File: config.mk
export PLATFORM = sky130hd
export DESIGN_NAME = hsr_gate_ctrl
export DESIGN_NICKNAME = d
export VERILOG_FILES = /design/src/logic/hsr_deglitch.v /design/src/logic/hsr_gate_ctrl.v
export VERILOG_INCLUDE_DIRS = /design/src /design/src/logic
export SDC_FILE = /design/constraint.sdc
export NUM_CORES = 1
export LEC_CHECK = 0
export BUFFER_PORTS_ARGS = -buffer_cell sky130_fd_sc_hd__clkbuf_2
export CELL_PAD_IN_SITES_DETAIL_PLACEMENT = 2
export CELL_PAD_IN_SITES_GLOBAL_PLACEMENT = 2
export CORE_MARGIN = 3
export CORE_UTILIZATION = 35
export DETAILED_ROUTE_END_ITERATION = 16
export GPL_TIMING_DRIVEN = 1
export PLACE_DENSITY_LB_ADDON = 0.1
export SLEW_MARGIN = 20
export SYNTH_ARGS = -nofsm -noshare
export SYNTH_HDL_FRONTEND = slang
export SYNTH_SLANG_ARGS = --single-unit
File: constraint.sdc
create_clock -name clk_sys -period 2.57 [get_ports clk_sys]
set_input_delay 0.514 -clock clk_sys [delete_from_list [all_inputs] [get_ports clk_sys]]
set_output_delay 0.514 -clock clk_sys [all_outputs]
set_load 0.05 [all_outputs]
File: src/logic/hsr_defines.vh
// shared constants for the high-side relay gate control block
`ifndef HSR_DEFINES_VH
`define HSR_DEFINES_VH
`define HSR_CLK_MHZ 40
`define HSR_OC_DEGLITCH_NS 10000
`define HSR_OV_DEGLITCH_NS 10000
`define HSR_SHORT_DELAY_NS 20000
`define HSR_OV_HOLD_US 1000
`define HSR_OV_BLANK_US 2000
`define HSR_PWM_PERIOD_US 5000
`define HSR_DUTY_MIN 8'h0a
`define HSR_DUTY_MAX 8'h5a
`define HSR_PCT_FULL 8'h64
`define HSR_CNT_W 20
`endif

File: src/logic/hsr_deglitch.v
// deglitch counter: output high once input has held high a full count
`timescale 1ns/1ps
`include "hsr_defines.vh"
module hsr_deglitch #(
  parameter [`HSR_CNT_W-1:0] COUNT = 20'h00001
) (
  input wire clk_sys,
  input wire reset_n,
  input wire level_in,
  output reg level_out
);
  reg [`HSR_CNT_W-1:0] cnt_q;
  // restart whenever the qualifying level drops
  always @(posedge clk_sys or negedge reset_n) begin
    if (!reset_n) begin
      cnt_q <= {`HSR_CNT_W{1'b0}};
      level_out <= 1'b0;
    end else if (!level_in) begin
      cnt_q <= {`HSR_CNT_W{1'b0}};
      level_out <= 1'b0;
    end else if (cnt_q < COUNT) begin
      cnt_q <= cnt_q + 20'h00001;
      level_out <= 1'b0;
    end else begin
      level_out <= 1'b1;
    end
  end
endmodule

File: src/logic/hsr_gate_ctrl.v
// pump and master relay gate control, fault handling and pump pwm
`timescale 1ns/1ps
`include "hsr_defines.vh"
module hsr_gate_ctrl #(
  parameter [`HSR_CNT_W-1:0] OC_CYC = `HSR_OC_DEGLITCH_NS * `HSR_CLK_MHZ / 1000,
  parameter [`HSR_CNT_W-1:0] OV_CYC = `HSR_OV_DEGLITCH_NS * `HSR_CLK_MHZ / 1000,
  parameter [`HSR_CNT_W-1:0] SHORT_CYC = `HSR_SHORT_DELAY_NS * `HSR_CLK_MHZ / 1000,
  parameter [`HSR_CNT_W-1:0] HOLD_CYC = `HSR_OV_HOLD_US * `HSR_CLK_MHZ,
  parameter [`HSR_CNT_W-1:0] BLANK_CYC = `HSR_OV_BLANK_US * `HSR_CLK_MHZ,
  parameter [`HSR_CNT_W-1:0] PWM_CYC = `HSR_PWM_PERIOD_US * `HSR_CLK_MHZ
) (
  input wire clk_sys,
  input wire reset_n,
  input wire pump_enable_pin,
  input wire master_enable_pin,
  input wire pump_gate_enable_bit,
  input wire master_gate_enable_bit,
  input wire pump_pwm_enable,
  input wire [7:0] pump_pwm_duty,
  input wire pump_drain_sense,
  input wire master_drain_sense,
  input wire pump_gate_short_sense,
  input wire master_gate_short_sense,
  input wire pump_source_sense,
  input wire master_source_sense,
  input wire core_undervoltage,
  input wire battery_undervoltage,
  input wire battery_overvoltage,
  input wire watchdog_fault_in,
  input wire reset_in_n,
  input wire watchdog_action_enable,
  input wire master_overvoltage_action,
  input wire pump_overcurrent_mask,
  input wire pump_gate_short_mask,
  input wire pump_source_short_mask,
  input wire master_overcurrent_mask,
  input wire master_gate_short_mask,
  input wire master_source_short_mask,
  input wire status_read,
  input wire flags_read,
  output reg pump_gate,
  output reg master_gate,
  output reg pump_overcurrent_flag,
  output reg master_overcurrent_flag,
  output reg pump_gate_short_flag,
  output reg master_gate_short_flag,
  output reg pump_source_short_flag,
  output reg master_source_short_flag,
  output reg high_side_summary_fault,
  output reg battery_overvoltage_flag,
  output reg battery_undervoltage_flag,
  output reg power_on_reset_flag,
  output reg external_reset_flag,
  output reg watchdog_status_bit,
  output reg watchdog_fault_bit,
  output reg reset_output_pin_n
);
  ////////////////////////////////////////////////////////////////////////////
  // three-stage synchronisers for all pin and comparator inputs
  localparam NSYNC = 15;
  wire [NSYNC-1:0] raw_in;
  reg [NSYNC-1:0] s1_q;
  reg [NSYNC-1:0] s2_q;
  reg [NSYNC-1:0] s3_q;
  reg [NSYNC-1:0] st_q;
  assign raw_in = {reset_in_n, watchdog_fault_in, battery_overvoltage, battery_undervoltage,
                   core_undervoltage, master_source_sense, pump_source_sense,
                   master_gate_short_sense, pump_gate_short_sense, master_drain_sense,
                   pump_drain_sense, master_enable_pin, pump_enable_pin, 2'b00};
  // a change counts once stages two and three agree
  always @(posedge clk_sys or negedge reset_n) begin
    if (!reset_n) begin
      s1_q <= {{1'b1}, {(NSYNC-1){1'b0}}};
      s2_q <= {{1'b1}, {(NSYNC-1){1'b0}}};
      s3_q <= {{1'b1}, {(NSYNC-1){1'b0}}};
      st_q <= {{1'b1}, {(NSYNC-1){1'b0}}};
    end else begin
      s1_q <= raw_in;
      s2_q <= s1_q;
      s3_q <= s2_q;
      // take stage two where it agrees with stage three, else hold
      st_q <= (s2_q & ~(s2_q ^ s3_q)) | (st_q & (s2_q ^ s3_q));
    end
  end
  // synchronised levels by source, bits 1:0 are spare
  wire pin_pump = st_q[2]; // floating pin resolved low externally
  wire pin_master = st_q[3];
  wire oc_p_raw = st_q[4];
  wire oc_m_raw = st_q[5];
  wire gs_p_raw = st_q[6];
  wire gs_m_raw = st_q[7];
  wire ss_p_raw = st_q[8];
  wire ss_m_raw = st_q[9];
  wire core_uv = st_q[10];
  wire bat_uv = st_q[11];
  wire bat_ov = st_q[12];
  wire wd_flt = st_q[13];
  wire ext_rst = ~st_q[14];

  ////////////////////////////////////////////////////////////////////////////
  // deglitch counters
  wire oc_p;
  wire oc_m;
  wire ov_det;
  wire gs_p_off;
  wire gs_m_off;
  hsr_deglitch #(.COUNT(OC_CYC)) u_oc_p (.clk_sys(clk_sys), .reset_n(reset_n),
    .level_in(oc_p_raw & pump_gate), .level_out(oc_p));
  hsr_deglitch #(.COUNT(OC_CYC)) u_oc_m (.clk_sys(clk_sys), .reset_n(reset_n),
    .level_in(oc_m_raw & master_gate), .level_out(oc_m));
  hsr_deglitch #(.COUNT(OV_CYC)) u_ov (.clk_sys(clk_sys), .reset_n(reset_n),
    .level_in(bat_ov), .level_out(ov_det));
  hsr_deglitch #(.COUNT(SHORT_CYC)) u_gs_p (.clk_sys(clk_sys), .reset_n(reset_n),
    .level_in(gs_p_raw & ~pump_gate), .level_out(gs_p_off));
  hsr_deglitch #(.COUNT(SHORT_CYC)) u_gs_m (.clk_sys(clk_sys), .reset_n(reset_n),
    .level_in(gs_m_raw & ~master_gate), .level_out(gs_m_off));

  ////////////////////////////////////////////////////////////////////////////
  // enable requests and short-test delay after turn-on
  wire req_pump = pin_pump | pump_gate_enable_bit;
  wire req_master = pin_master | master_gate_enable_bit;
  wire inhibit = core_uv | bat_uv | (wd_flt & watchdog_action_enable);
  reg [`HSR_CNT_W-1:0] on_p_q;
  reg [`HSR_CNT_W-1:0] on_m_q;
  // saturating step of an interval counter
  function [`HSR_CNT_W-1:0] sat_step;
    input [`HSR_CNT_W-1:0] cnt;
    input [`HSR_CNT_W-1:0] lim;
    begin
      sat_step = (cnt < lim) ? cnt + 20'h00001 : cnt;
    end
  endfunction
  // count time since each gate turned on, restart when off
  always @(posedge clk_sys or negedge reset_n) begin
    if (!reset_n) begin
      on_p_q <= {`HSR_CNT_W{1'b0}};
      on_m_q <= {`HSR_CNT_W{1'b0}};
    end else begin
      on_p_q <= !pump_gate ? {`HSR_CNT_W{1'b0}} : sat_step(on_p_q, SHORT_CYC);
      on_m_q <= !master_gate ? {`HSR_CNT_W{1'b0}} : sat_step(on_m_q, SHORT_CYC);
    end
  end
  // a gate short while on counts only after the short-test delay
  wire gs_p_on = gs_p_raw & pump_gate & (on_p_q >= SHORT_CYC);
  wire gs_m_on = gs_m_raw & master_gate & (on_m_q >= SHORT_CYC);
  wire ss_p = ss_p_raw & pump_gate;
  wire ss_m = ss_m_raw & master_gate;

  ////////////////////////////////////////////////////////////////////////////
  // fault latches: gate stays off until the request is taken away
  reg lock_p_q;
  reg lock_m_q;
  // trip terms per gate, a set mask bit keeps the gate on
  wire trip_p = (oc_p & ~pump_overcurrent_mask) | (gs_p_on & ~pump_gate_short_mask)
    | (ss_p & ~pump_source_short_mask) | (gs_p_off & ~pump_gate_short_mask);
  wire trip_m = (oc_m & ~master_overcurrent_mask) | (gs_m_on & ~master_gate_short_mask)
    | (ss_m & ~master_source_short_mask) | (gs_m_off & ~master_gate_short_mask);
  // release once the fault is gone and the request is taken away
  always @(posedge clk_sys or negedge reset_n) begin
    if (!reset_n) begin
      lock_p_q <= 1'b0;
      lock_m_q <= 1'b0;
    end else begin
      lock_p_q <= trip_p | (lock_p_q & req_pump);
      lock_m_q <= trip_m | (lock_m_q & req_master);
    end
  end

  ////////////////////////////////////////////////////////////////////////////
  // overvoltage sequence: active, hold, blanking
  localparam [3:0] OV_IDLE = 4'b0001;
  localparam [3:0] OV_ACT = 4'b0010;
  localparam [3:0] OV_HOLD = 4'b0100;
  localparam [3:0] OV_BLANK = 4'b1000;
  reg [3:0] ov_st_q;
  reg [`HSR_CNT_W-1:0] ov_cnt_q;
  reg ov_seen_q;
  always @(posedge clk_sys or negedge reset_n) begin
    if (!reset_n) begin
      ov_st_q <= OV_IDLE;
      ov_cnt_q <= {`HSR_CNT_W{1'b0}};
    end else begin
      case (ov_st_q)
        OV_IDLE: begin
          ov_cnt_q <= {`HSR_CNT_W{1'b0}};
          if (ov_det && !ov_seen_q) ov_st_q <= OV_ACT;
        end
        OV_ACT: begin
          ov_cnt_q <= {`HSR_CNT_W{1'b0}};
          if (!bat_ov) ov_st_q <= OV_HOLD;
        end
        OV_HOLD: begin
          if (ov_cnt_q >= HOLD_CYC) begin
            ov_st_q <= OV_BLANK;
            ov_cnt_q <= {`HSR_CNT_W{1'b0}};
          end else begin
            ov_cnt_q <= ov_cnt_q + 20'h00001;
          end
        end
        OV_BLANK: begin
          if (ov_cnt_q >= BLANK_CYC) ov_st_q <= OV_IDLE;
          else ov_cnt_q <= ov_cnt_q + 20'h00001;
        end
        default: ov_st_q <= OV_IDLE;
      endcase
    end
  end
  // pump forced through active and hold, master acts while active
  wire ov_force = ov_st_q[1] | ov_st_q[2];
  wire ov_active = ov_det | ov_st_q[1];

  ////////////////////////////////////////////////////////////////////////////
  // pump pwm, duty clamped to 10..90 percent
  reg [`HSR_CNT_W-1:0] pwm_cnt_q;
  wire [7:0] duty = pump_pwm_duty < `HSR_DUTY_MIN ? `HSR_DUTY_MIN :
                    (pump_pwm_duty > `HSR_DUTY_MAX ? `HSR_DUTY_MAX : pump_pwm_duty);
  // on length in clock cycles for the clamped duty
  wire [27:0] on_len = PWM_CYC * duty / `HSR_PCT_FULL;
  always @(posedge clk_sys or negedge reset_n) begin
    if (!reset_n) pwm_cnt_q <= {`HSR_CNT_W{1'b0}};
    else if (!pump_pwm_enable || pwm_cnt_q >= PWM_CYC - 20'h00001) pwm_cnt_q <= {`HSR_CNT_W{1'b0}};
    else pwm_cnt_q <= pwm_cnt_q + 20'h00001;
  end
  wire pwm_on = !pump_pwm_enable || ({8'h00, pwm_cnt_q} < on_len);

  ////////////////////////////////////////////////////////////////////////////
  // gate outputs
  reg master_prev_q;
  always @(posedge clk_sys or negedge reset_n) begin
    if (!reset_n) begin
      pump_gate <= 1'b0;
      master_gate <= 1'b0;
      master_prev_q <= 1'b0;
    end else begin
      if (ov_force) pump_gate <= 1'b1;
      else pump_gate <= req_pump & pwm_on & ~inhibit & ~ext_rst & ~lock_p_q & ~trip_p
        & ~battery_overvoltage_flag;
      if (!ov_active) master_prev_q <= master_gate;
      if (ov_active) master_gate <= master_overvoltage_action ? 1'b0 :
        master_prev_q & ~inhibit & ~ext_rst & ~lock_m_q & ~trip_m;
      else master_gate <= req_master & ~inhibit & ~ext_rst & ~lock_m_q & ~trip_m;
    end
  end

  ////////////////////////////////////////////////////////////////////////////
  // sticky status flags, set wins over read clear
  always @(posedge clk_sys or negedge reset_n) begin
    if (!reset_n) begin
      pump_overcurrent_flag <= 1'b0;
      master_overcurrent_flag <= 1'b0;
      pump_gate_short_flag <= 1'b0;
      master_gate_short_flag <= 1'b0;
      pump_source_short_flag <= 1'b0;
      master_source_short_flag <= 1'b0;
      high_side_summary_fault <= 1'b0;
      battery_overvoltage_flag <= 1'b0;
      battery_undervoltage_flag <= 1'b0;
      power_on_reset_flag <= 1'b0;
      external_reset_flag <= 1'b0;
      watchdog_status_bit <= 1'b1;
      watchdog_fault_bit <= 1'b0;
      reset_output_pin_n <= 1'b0;
      ov_seen_q <= 1'b0;
    end else begin
      pump_overcurrent_flag <= oc_p | (pump_overcurrent_flag & ~flags_read);
      master_overcurrent_flag <= oc_m | (master_overcurrent_flag & ~flags_read);
      pump_gate_short_flag <= (gs_p_on | (gs_p_off & req_pump)) | (pump_gate_short_flag & ~flags_read);
      master_gate_short_flag <= (gs_m_on | (gs_m_off & req_master)) | (master_gate_short_flag & ~flags_read);
      pump_source_short_flag <= ss_p | (pump_source_short_flag & ~flags_read);
      master_source_short_flag <= ss_m | (master_source_short_flag & ~flags_read);
      high_side_summary_fault <= oc_p | oc_m | gs_p_on | gs_m_on | ss_p | ss_m | (gs_p_off & req_pump)
        | (gs_m_off & req_master) | (high_side_summary_fault & ~flags_read);
      battery_overvoltage_flag <= ov_det | (battery_overvoltage_flag & ~(status_read & ~bat_ov));
      battery_undervoltage_flag <= bat_uv | (battery_undervoltage_flag & ~status_read);
      power_on_reset_flag <= core_uv | (power_on_reset_flag & ~status_read);
      external_reset_flag <= ext_rst | (external_reset_flag & ~status_read);
      watchdog_fault_bit <= (wd_flt & watchdog_action_enable) | (watchdog_fault_bit & ~status_read);
      watchdog_status_bit <= ~(wd_flt & watchdog_action_enable);
      reset_output_pin_n <= ~core_uv;
      ov_seen_q <= (ov_st_q != OV_IDLE) ? 1'b1 : (ov_seen_q & ov_det);
    end
  end
endmodule

Word level (Yosys, flattened, before mapping)

Index checks and enable logic that the tools add are counted.

Muxes and demuxes: 39
Eq/ne operators: 17
$lt $le $gt $ge: 15
Divide/modulo/power cells: 1
Bitwise logic cells: 112
Multipliers: 1
Add/sub/neg operators: 9
Reductions and logical operators: 9

Operators with widths:

| kind                                                                    | count |
|---|---|
| 20-bit two-way mux                                                      | 17 |
| 20-bit by 1-bit adder with 20-bit output, second input constant         | 9 |
| 20-bit by 10-bit < comparator with 1-bit output, second input constant  | 4 |
| 20-bit by 9-bit < comparator with 1-bit output, second input constant   | 3 |
| 20-bit case mux with 3 select lines                                     | 1 |
| 1-bit AND                                                               | 51 |
| 20-bit by 10-bit >= comparator with 1-bit output, second input constant | 2 |
| 1-bit OR                                                                | 35 |
| 15-bit AND                                                              | 2 |
| 26-bit by 7-bit divider with 28-bit output, second input constant       | 1 |
| 20-bit by 28-bit < comparator with 1-bit output                         | 1 |
| 1-bit NOT                                                               | 21 |
| 20-bit by 16-bit >= comparator with 1-bit output, second input constant | 1 |
| 20-bit by 17-bit >= comparator with 1-bit output, second input constant | 1 |
| 20-bit by 18-bit >= comparator with 1-bit output, second input constant | 1 |
| 12-bit by 8-bit multiplier with 20-bit output, first input constant     | 1 |
| 2-bit != test, second input constant                                    | 9 |
| 4-bit two-way mux                                                       | 4 |
| 8-bit two-way mux                                                       | 2 |
| 4-bit case mux with 4 select lines                                      | 1 |
| 15-bit NOT                                                              | 1 |
| 15-bit OR                                                               | 1 |
| 15-bit XOR                                                              | 1 |
| 1-bit two-way mux                                                       | 14 |
| 15 further kinds                                                        | 19 |

Input port bits: 36
Register bits after elaboration: 263

Longest topological paths before layout

Gate-level depths: netlist (run 1).

Depth in word-level cells: 14
Mapped depth: 88

Cells and area by module

Synthesis (run 1) repeated with hierarchy kept, for this count alone.

Cells, all modules: 1980
Area, all modules: 18227.5 um^2

Modules (own cells, without submodules):

| module                     | area an instance (um^2) | times used | cells an instance | sequential area each (um^2) |
|---|---|---|---|---|
| hsr_gate_ctrl              | 13679.4                 | 1          | 1571              | 3911.3 |
| hsr_deglitch at u_oc_m ... | 922.1                   | 3          | 83                | 525.5 |
| hsr_deglitch at u_gs_m ... | 890.9                   | 2          | 80                | 525.5 |

Least setup slack after synthesis (run 1)

No wires, ideal clock.

Kind: input port to flip-flop
Start point: input pump_pwm_duty[2]
End point: register pump_gate
Path slack: -16409 ps
Arrival: 18890 ps
Cell stages on the path: 85
Setup time: 88 ps
Required time: 2482 ps
Cells stage by stage: o21a_1 o41ai_1 a41oi_1 and2_1 ha_1 ha_1 inv_1 fa_1 inv_1 fa_1 ha_1 o211ai_1 o21ai_2 nor3b_2 o41ai_2 or2_1 buf_2 nor2_1 [49 not listed] xnor2_1 a21oi_1 a21o_1 or3_1 nor3_4 ha_1 a31oi_1 nand3_1 and3_1 nor4b_1 ha_1 a21oi_1 nor2b_1 o21ai_0 nand2b_1 a21oi_1 a41oi_1 a41oi_1

Longest elaborated chain between the ends: 14
Elaborated cells between the ends (all ways): 15
Those cells by class: mul (1); div (1); order compare (3); mux (3); bitwise (6); reduce/logical (1)

RTL lines:

| element                                                 | line                | source |
|---|---|---|
| from (decl)                                             | hsr_gate_ctrl.v:19  | `input wire [7:0] pump_pwm_duty,` |
| 8-bit by 7-bit > comparator with 1-bit output (no line) | --                  |  |
| 8-bit two-way mux                                       | hsr_gate_ctrl.v:216 | `` (pump_pwm_duty > `HSR_DUTY_MAX ? `HSR_DUTY_MAX : pump_pwm_duty); `` |
| 8-bit two-way mux *                                     | hsr_gate_ctrl.v:215 | `` wire [7:0] duty = pump_pwm_duty < `HSR_DUTY_MIN ? `HSR_DUTY_MIN : `` |
| 12-bit by 8-bit multiplier with 20-bit output *         | hsr_gate_ctrl.v:218 | `` wire [27:0] on_len = PWM_CYC * duty / `HSR_PCT_FULL; `` |
| 26-bit by 7-bit divider with 28-bit output (no line) *  | --                  |  |
| 20-bit by 28-bit < comparator with 1-bit output *       | hsr_gate_ctrl.v:224 | `wire pwm_on = !pump_pwm_enable \|\| ({8'h00, pwm_cnt_q} < on_len);` |
| 1-bit logical OR *                                      | hsr_gate_ctrl.v:224 |  |
| 1-bit AND * (5 in a row)                                | hsr_gate_ctrl.v:236 | `else pump_gate <= req_pump & pwm_on & ~inhibit & ~ext_rst & ~lock_p_q & ~trip_p` |
| 1-bit AND *                                             | hsr_gate_ctrl.v:237 | `& ~battery_overvoltage_flag;` |
| 1-bit two-way mux *                                     | hsr_gate_ctrl.v:235 | `if (ov_force) pump_gate <= 1'b1;` |
| to (signal assigned)                                    | hsr_gate_ctrl.v:236 |  |
| to (decl)                                               | hsr_gate_ctrl.v:41  | `output reg pump_gate,` |

Mark *: on every way between the ends. The rest lies on a longest branch, timed or not.
A chain may end at the register's enable or synchronous reset.

Final worst setup path (run 1)

Ends and elaborated chain as after synthesis.

==> flow_metrics.tcl, run 1 <==
set metrics [dict create \
    status "finished, violations left" \
    violations "negative setup slack" \
    synthCells 1910 \
    cts.sinks 261 \
    worstMarginPinSlew_ps 833 \
    grt_pass1_vias 20800 \
    dieArea_um2 53800 \
    rrSetupSlack_ps -660 \
    syn_area_per_cell_um2 9.36 \
    wl_um 92800 \
    final.period_utilization_pct 753 \
    die_h_um 232 \
    synthArstFlopShare_pct 100 \
    gp_congestion 0.885 \
    cts_tree "done" \
    synth_edf_count 0 \
    floorplan.initialDensity_pct 35.6 \
    wl_per_cell_um 28.6 \
    drive_above_1_share_pct 38.4 \
    grt_max_degree 59 \
    grt_overflow_total 0 \
    startpoint "pump_pwm_duty[2]" \
    dp.final_hpwl_um 51600 \
    antenna_found_initial 0 \
    period_needed_ps 19360 \
    crit_slowest_cell "fa_1" \
    syn2layout_area_growth_pct 44.1 \
    critPathMaxFanout 6 \
    critPathArrivalTime_ps 19770 \
    synthDistinctLibCells 125 \
    syn-cell-area_um2 17900 \
    rows 82 \
    crit_required_ps 2980 \
    ys_warn_count 0 \
    fp.coreArea_um2 50300 \
    port_buffers 51 \
    clockRootBuffer "clkbuf_16" \
    via_per_inst 5.97 \
    n_antenna_cell 0 \
    hold_path_class "in2reg" \
    max-cap-violations 0 \
    ios 52 \
    hold_violations 0 \
    clkLatencyLatePin_ps 550 \
    slew_headroom_pct 44.1 \
    worst_setup_path_end_kind "register" \
    layout_setup_ws_ps -16790 \
    cpMostUsedCell "buf_4" \
    firstDrtPassIters 5 \
    critPathMaxStageDelay_ps 580 \
    grt_pass1_wl_um 116000 \
    grt_usage_pct 26.5 \
    ys_seq_area_share_pct 36.6 \
    cts_buffers 26 \
    design_area_um2 25800 \
    place_area_um2 23100 \
    max_clock_freq_mhz 51.6 \
    first_iter_violations 1074 \
    drcViolationCount 0 \
    grt_setup_unrepaired "yes" \
    synthFlopType "dfrtp_1" \
    cts.path.max_buffers 3 \
    fillers 5239 \
    layout.nets 2692 \
    clkTransAtPathRegs_ps 70 \
    vias 19400 \
    r2r_start "on_p_q[16]" \
    holdCritStartpoint "reset_in_n" \
    h-tree-depth 1 \
    fin_worst_skew_ps 13.1 \
    path_class "in2reg" \
    die_w_um 232 \
    start_kind "input port" \
    final_max_slew_viol_count 0 \
    finalSetupViolations 3 \
    ant_nets 0 \
    ys_ff_latch 261 \
]
==> area by class of cell <==
class	count	area, um^2	share of cell area, %
timing repair buffer	666	5010	19.5
multi-input combinational	1528	12200	47.5
sequential	261	6540	25.4
clock buffer	40	774	3.01
clock inverter	8	72.6	0.282
inverter	72	278	1.08
tap	672	841	3.26
==> per-layer routing <==
metal | share of wire (%) | track usage, % | vias up
met4 | 4.0 | 6.60 | 0
met3 | 2.7 | 3.20 | 274
met5 | 0 | 0 | -
met1 | 40 | 32.3 | 10200
met2 | 53 | 49.4 | 509
li1 | - | - | 8394
==> state kept, by name, summed over array words and instances (netlist names), 4 cells and up, named ones only <==
| name | count |
|---|---|
| u_oc_m.cnt_q | 20 |
| on_m_q | 20 |
| u_ov.cnt_q | 20 |
| pwm_cnt_q | 20 |
| u_gs_m.cnt_q | 20 |
| s3_q | 13 |
| u_gs_p.cnt_q | 20 |
| ov_st_q | 4 |
| ov_cnt_q | 20 |
| s2_q | 13 |
| on_p_q | 20 |
| u_oc_p.cnt_q | 20 |
| s1_q | 13 |
==> cells by family after synthesis <==
| group | after synthesis | share of synthesized area [%] |
|---|---|---|
| XOR/XNOR | 110 | 5.55 |
| AO/OA/AOI/OAI | 533 | 23.3 |
| other | 1 | 0.0210 |
| adder cells (fa/ha/maj) | 117 | 8.48 |
| buffers and inverters | 126 | 3.09 |
| flip-flops | 261 | 36.6 |
| AND/OR/NAND/NOR | 736 | 21.4 |
| multiplexers | 26 | 1.56 |
==> cells in the final DEF (no fill, tap or decap), types with 54 or more instances in the layout <==
master | netlist | layout
nand2_1 | 130 | 124
o21ai_0 | 81 | 68
a21oi_1 | 78 | 64
ha_1 | 89 | 77
and2_1 | 71 | 68
inv_1 | 69 | 68
and3_1 | 60 | 54
dfrtp_1 | 255 | 253
nand3_1 | 77 | 68
nor2_1 | 176 | 165
buf_4 | 1 | 594
==> what timing repair did <==
| action | CTS | global route |
|---|---|---|
| hold buffers | 1 | 0 |
| resized for setup | 95 | 126 |
| buffers inserted | 43 | 51 |
| cloned | 0 | 1 |
| endpoints found under the setup margin | 8 | 27 |
| pin swaps | 59 | 92 |
| endpoints found under the hold margin | 52 | 0 |
==> synthesized netlist by cell type (all sizes together) (8+ instances only) <==
library cell | n | area share (%)
nor4 | 28 | 0.98
a21boi | 17 | 0.78
xnor2 | 61 | 3.0
inv | 72 | 1.5
o221ai | 8 | 0.53
nand3 | 77 | 2.2
o21ai | 102 | 2.9
a31oi | 39 | 1.8
o311ai | 8 | 0.39
mux2i | 17 | 0.99
buf | 23 | 0.89
maj3 | 16 | 0.91
fa | 12 | 1.3
o211a | 8 | 0.45
xor2 | 48 | 2.4
a211oi | 30 | 1.5
and2 | 72 | 2.5
o21a | 25 | 1.1
a2111oi | 9 | 0.65
and4 | 10 | 0.49
nand4 | 36 | 1.3
clkbuf | 31 | 0.66
o31ai | 11 | 0.62
and3 | 60 | 2.1
o22ai | 8 | 0.35
nor2b | 23 | 0.81
or3 | 24 | 0.84
dfrtp | 255 | 36
nor2 | 178 | 3.8
nor4b | 10 | 0.56
a221oi | 8 | 0.60
a32oi | 11 | 0.73
or2 | 17 | 0.60
mux2 | 9 | 0.57
a21o | 35 | 1.5
nor3 | 31 | 0.96
o2111ai | 8 | 0.39
ha | 89 | 6.2
nand2 | 132 | 2.8
o211ai | 21 | 0.94
a21oi | 85 | 2.6
a41oi | 9 | 0.44
nand2b | 23 | 0.81
==> through the flow <==
stage	TNS (ps)	utilization (%)	instances	worst slack (ps)	hold WS, ps
2_1_floorplan	-15170	-	1914	-15170	218
3_3_place_gp	-15300	45.9	3103	-15300	334
3_5_place_dp	-16540	45.9	3103	-16540	338
4_1_cts	-15070	49.2	3195	-15070	42.5
5_1_grt	-18490	51.2	3247	-17310	36.0
6_report	-16910	51.2	3247	-16790	49.7
==> path summary, 6_finish.rpt <==
kind / depth (start not counted) / endpoint
min reg2reg: 0 / s2_q[11]
min: 1 / s1_q[14]
max reg2reg: 11 / pump_gate
max: 91 / pump_gate
max in group asynchronous: 3 / s3_q[14]
min in group asynchronous: 2 / u_gs_p.cnt_q[18]
==> critical path: cells and delay by family <==
kind | cells | cell delay, ps
AND/OR/NAND/NOR | 20 | 3540
adder cells (fa/ha/maj) | 9 | 3070
XOR/XNOR | 2 | 420
AO/OA/AOI/OAI | 37 | 8710
buffers and inverters | 23 | 3480
Power of run 1 is not shown: default switching activity piles up to over one toggle a cycle in this logic, so the estimate is an artifact.
==> run 2, diff against run 1 <==
--- a/config.mk
+++ b/config.mk
@@ -7,8 +7,8 @@
 export NUM_CORES = 1
 export LEC_CHECK = 0
 export BUFFER_PORTS_ARGS = -buffer_cell sky130_fd_sc_hd__clkbuf_2
-export CELL_PAD_IN_SITES_DETAIL_PLACEMENT = 2
-export CELL_PAD_IN_SITES_GLOBAL_PLACEMENT = 2
+export CELL_PAD_IN_SITES_DETAIL_PLACEMENT = 0
+export CELL_PAD_IN_SITES_GLOBAL_PLACEMENT = 1
 export CORE_MARGIN = 3
 export CORE_UTILIZATION = 35
 export DETAILED_ROUTE_END_ITERATION = 16
==> flow_metrics.tcl, run 2 (synthesized netlist as in run 1, its figures left out) <==
set metrics [dict create \
    rrSetupSlack_ps -150 \
    layout_commonest_cell "buf_4" \
    slew_headroom_pct 50.4 \
    period_needed_ps 17140 \
    grt_max_degree 70 \
    die_w_um 232 \
    fp.coreArea_um2 50300 \
    crit_slowest_cell "fa_1" \
    path_class "in2reg" \
    max-cap-violations 0 \
    layout.nets 2637 \
    critPathMaxFanout 8 \
    port_buffers 51 \
    final_cell_mix "547 x buf_4, 254 x dfrtp_1, 170 x nor2_1" \
    h-tree-depth 1 \
    r2r_start "on_p_q[17]" \
    fillers 4714 \
    final_max_slew_viol_count 0 \
    grt_usage_pct 17.9 \
    clkLatencyLatePin_ps 530 \
    drcViolationCount 0 \
    first_iter_violations 898 \
    cts.sinks 261 \
    clkTransAtPathRegs_ps 60 \
    crit_required_ps 3020 \
    grt_setup_unrepaired "yes" \
    finalSetupViolations 1 \
    rr_worst_depth 10 \
    hold_violations 0 \
    start_kind "input port" \
    fin_worst_skew_ps 10.7 \
    gp_congestion 0.883 \
    max_clock_freq_mhz 58.3 \
    clockRootBuffer "clkbuf_16" \
    dpl.cell_count 3088 \
    final.period_utilization_pct 667 \
    violations "negative setup slack" \
    cts_buffers 26 \
    setup_tns_ps -14570 \
    ant_nets 0 \
    drive_above_1_share_pct 36.0 \
    vias 16500 \
    hold_path_class "in2reg" \
    wl_um 48800 \
    critPathMaxStageDelay_ps 550 \
    grt_overflow_total 0 \
    layout_setup_ws_ps -14570 \
    critPathArrivalTime_ps 17590 \
    dp.final_hpwl_um 37500 \
    ios 52 \
    antenna_found_initial 0 \
    n_antenna_cell 0 \
    layout.cells.non_filler 3192 \
    worstMarginPinSlew_ps 740 \
    cpMostUsedCell "buf_4" \
    dieArea_um2 53800 \
    fin_util_pct 50.1 \
    firstDrtPassIters 5 \
    design_area_um2 25200 \
    grt_pass1_wl_um 81700 \
    syn2layout_area_growth_pct 40.8 \
    startpoint "pump_pwm_duty[1]" \
    floorplan.initialDensity_pct 35.6 \
    cts.path.max_buffers 3 \
    rows 82 \
    grt_pass1_vias 16400 \
    r2r-end "pump_gate" \
    crit_path_end "pump_gate" \
    cts_tree "done" \
    status "finished, violations left" \
    die_h_um 232 \
    place_area_um2 22900 \
    wl_per_cell_um 15.3 \
    via_per_inst 5.18 \
    worst_setup_path_end_kind "register" \
]
-- run 2: layout make-up --
class	instances	area (um^2)	area share, %
multi-input cells	1528	12000	47.9
flip-flops and latches	261	6540	26.0
repair buffers	611	4580	18.2
well taps	672	841	3.34
clock buffers	38	746	2.96
inverters	72	278	1.10
clock inverters	10	143	0.567
-- run 2: worst max-delay path: cells and delay by family --
kind	cells	cell delay, ps
adders and majority gates	10	2860
buffers and inverters	16	1960
and+or+nand+nor	17	2700
AOI/OAI and AO/OA	41	8060
xor gates and xnor gates	5	870
muxes	2	550
-- run 2: routing by layer --
metal | up-vias | wire (um) | track usage [%]
met1 | 8035 | 24100 | 26.0
met4 | 0 | 518 | 2.15
li1 | 8291 | - | -
met2 | 163 | 23200 | 29.6
met5 | - | 0 | 0
met3 | 39 | 1020 | 1.90
-- run 2: through the flow --
| step | worst slack [ps] | hold slack (ps) |
|---|---|---|
| floorplan | -15170 | 218 |
| global placement | -15270 | 332 |
| detailed placement | -15640 | 336 |
| CTS | -14660 | 46.9 |
| global route | -15430 | 46.7 |
| finish | -14570 | 78.6 |
-- run 2: how the worst min path moves through the flow --
stage | cells after the start | slack, ps | start | to
finish | 1 | 80 | reset_in_n | s1_q[14]
global route | 1 | 50 | reset_in_n | s1_q[14]
CTS | 1 | 50 | reset_in_n | s1_q[14]
detailed placement | 0 | 340 | s1_q[3] | s2_q[3]
global placement | 0 | 330 | s1_q[9] | s2_q[9]
floorplan | 0 | 220 | reset_n | async pin
-- run 2: repair_timing --
action                                 4_1_cts  5_1_grt
hold buffers                                 1        0
setup endpoints to repair                   11       22
pin swaps                                   19       97
setup buffers                               13       41
endpoints found under the hold margin       40        0
cloned                                       0        1
gates resized for setup                     51      121
Power of run 2 is left out for the same reason.
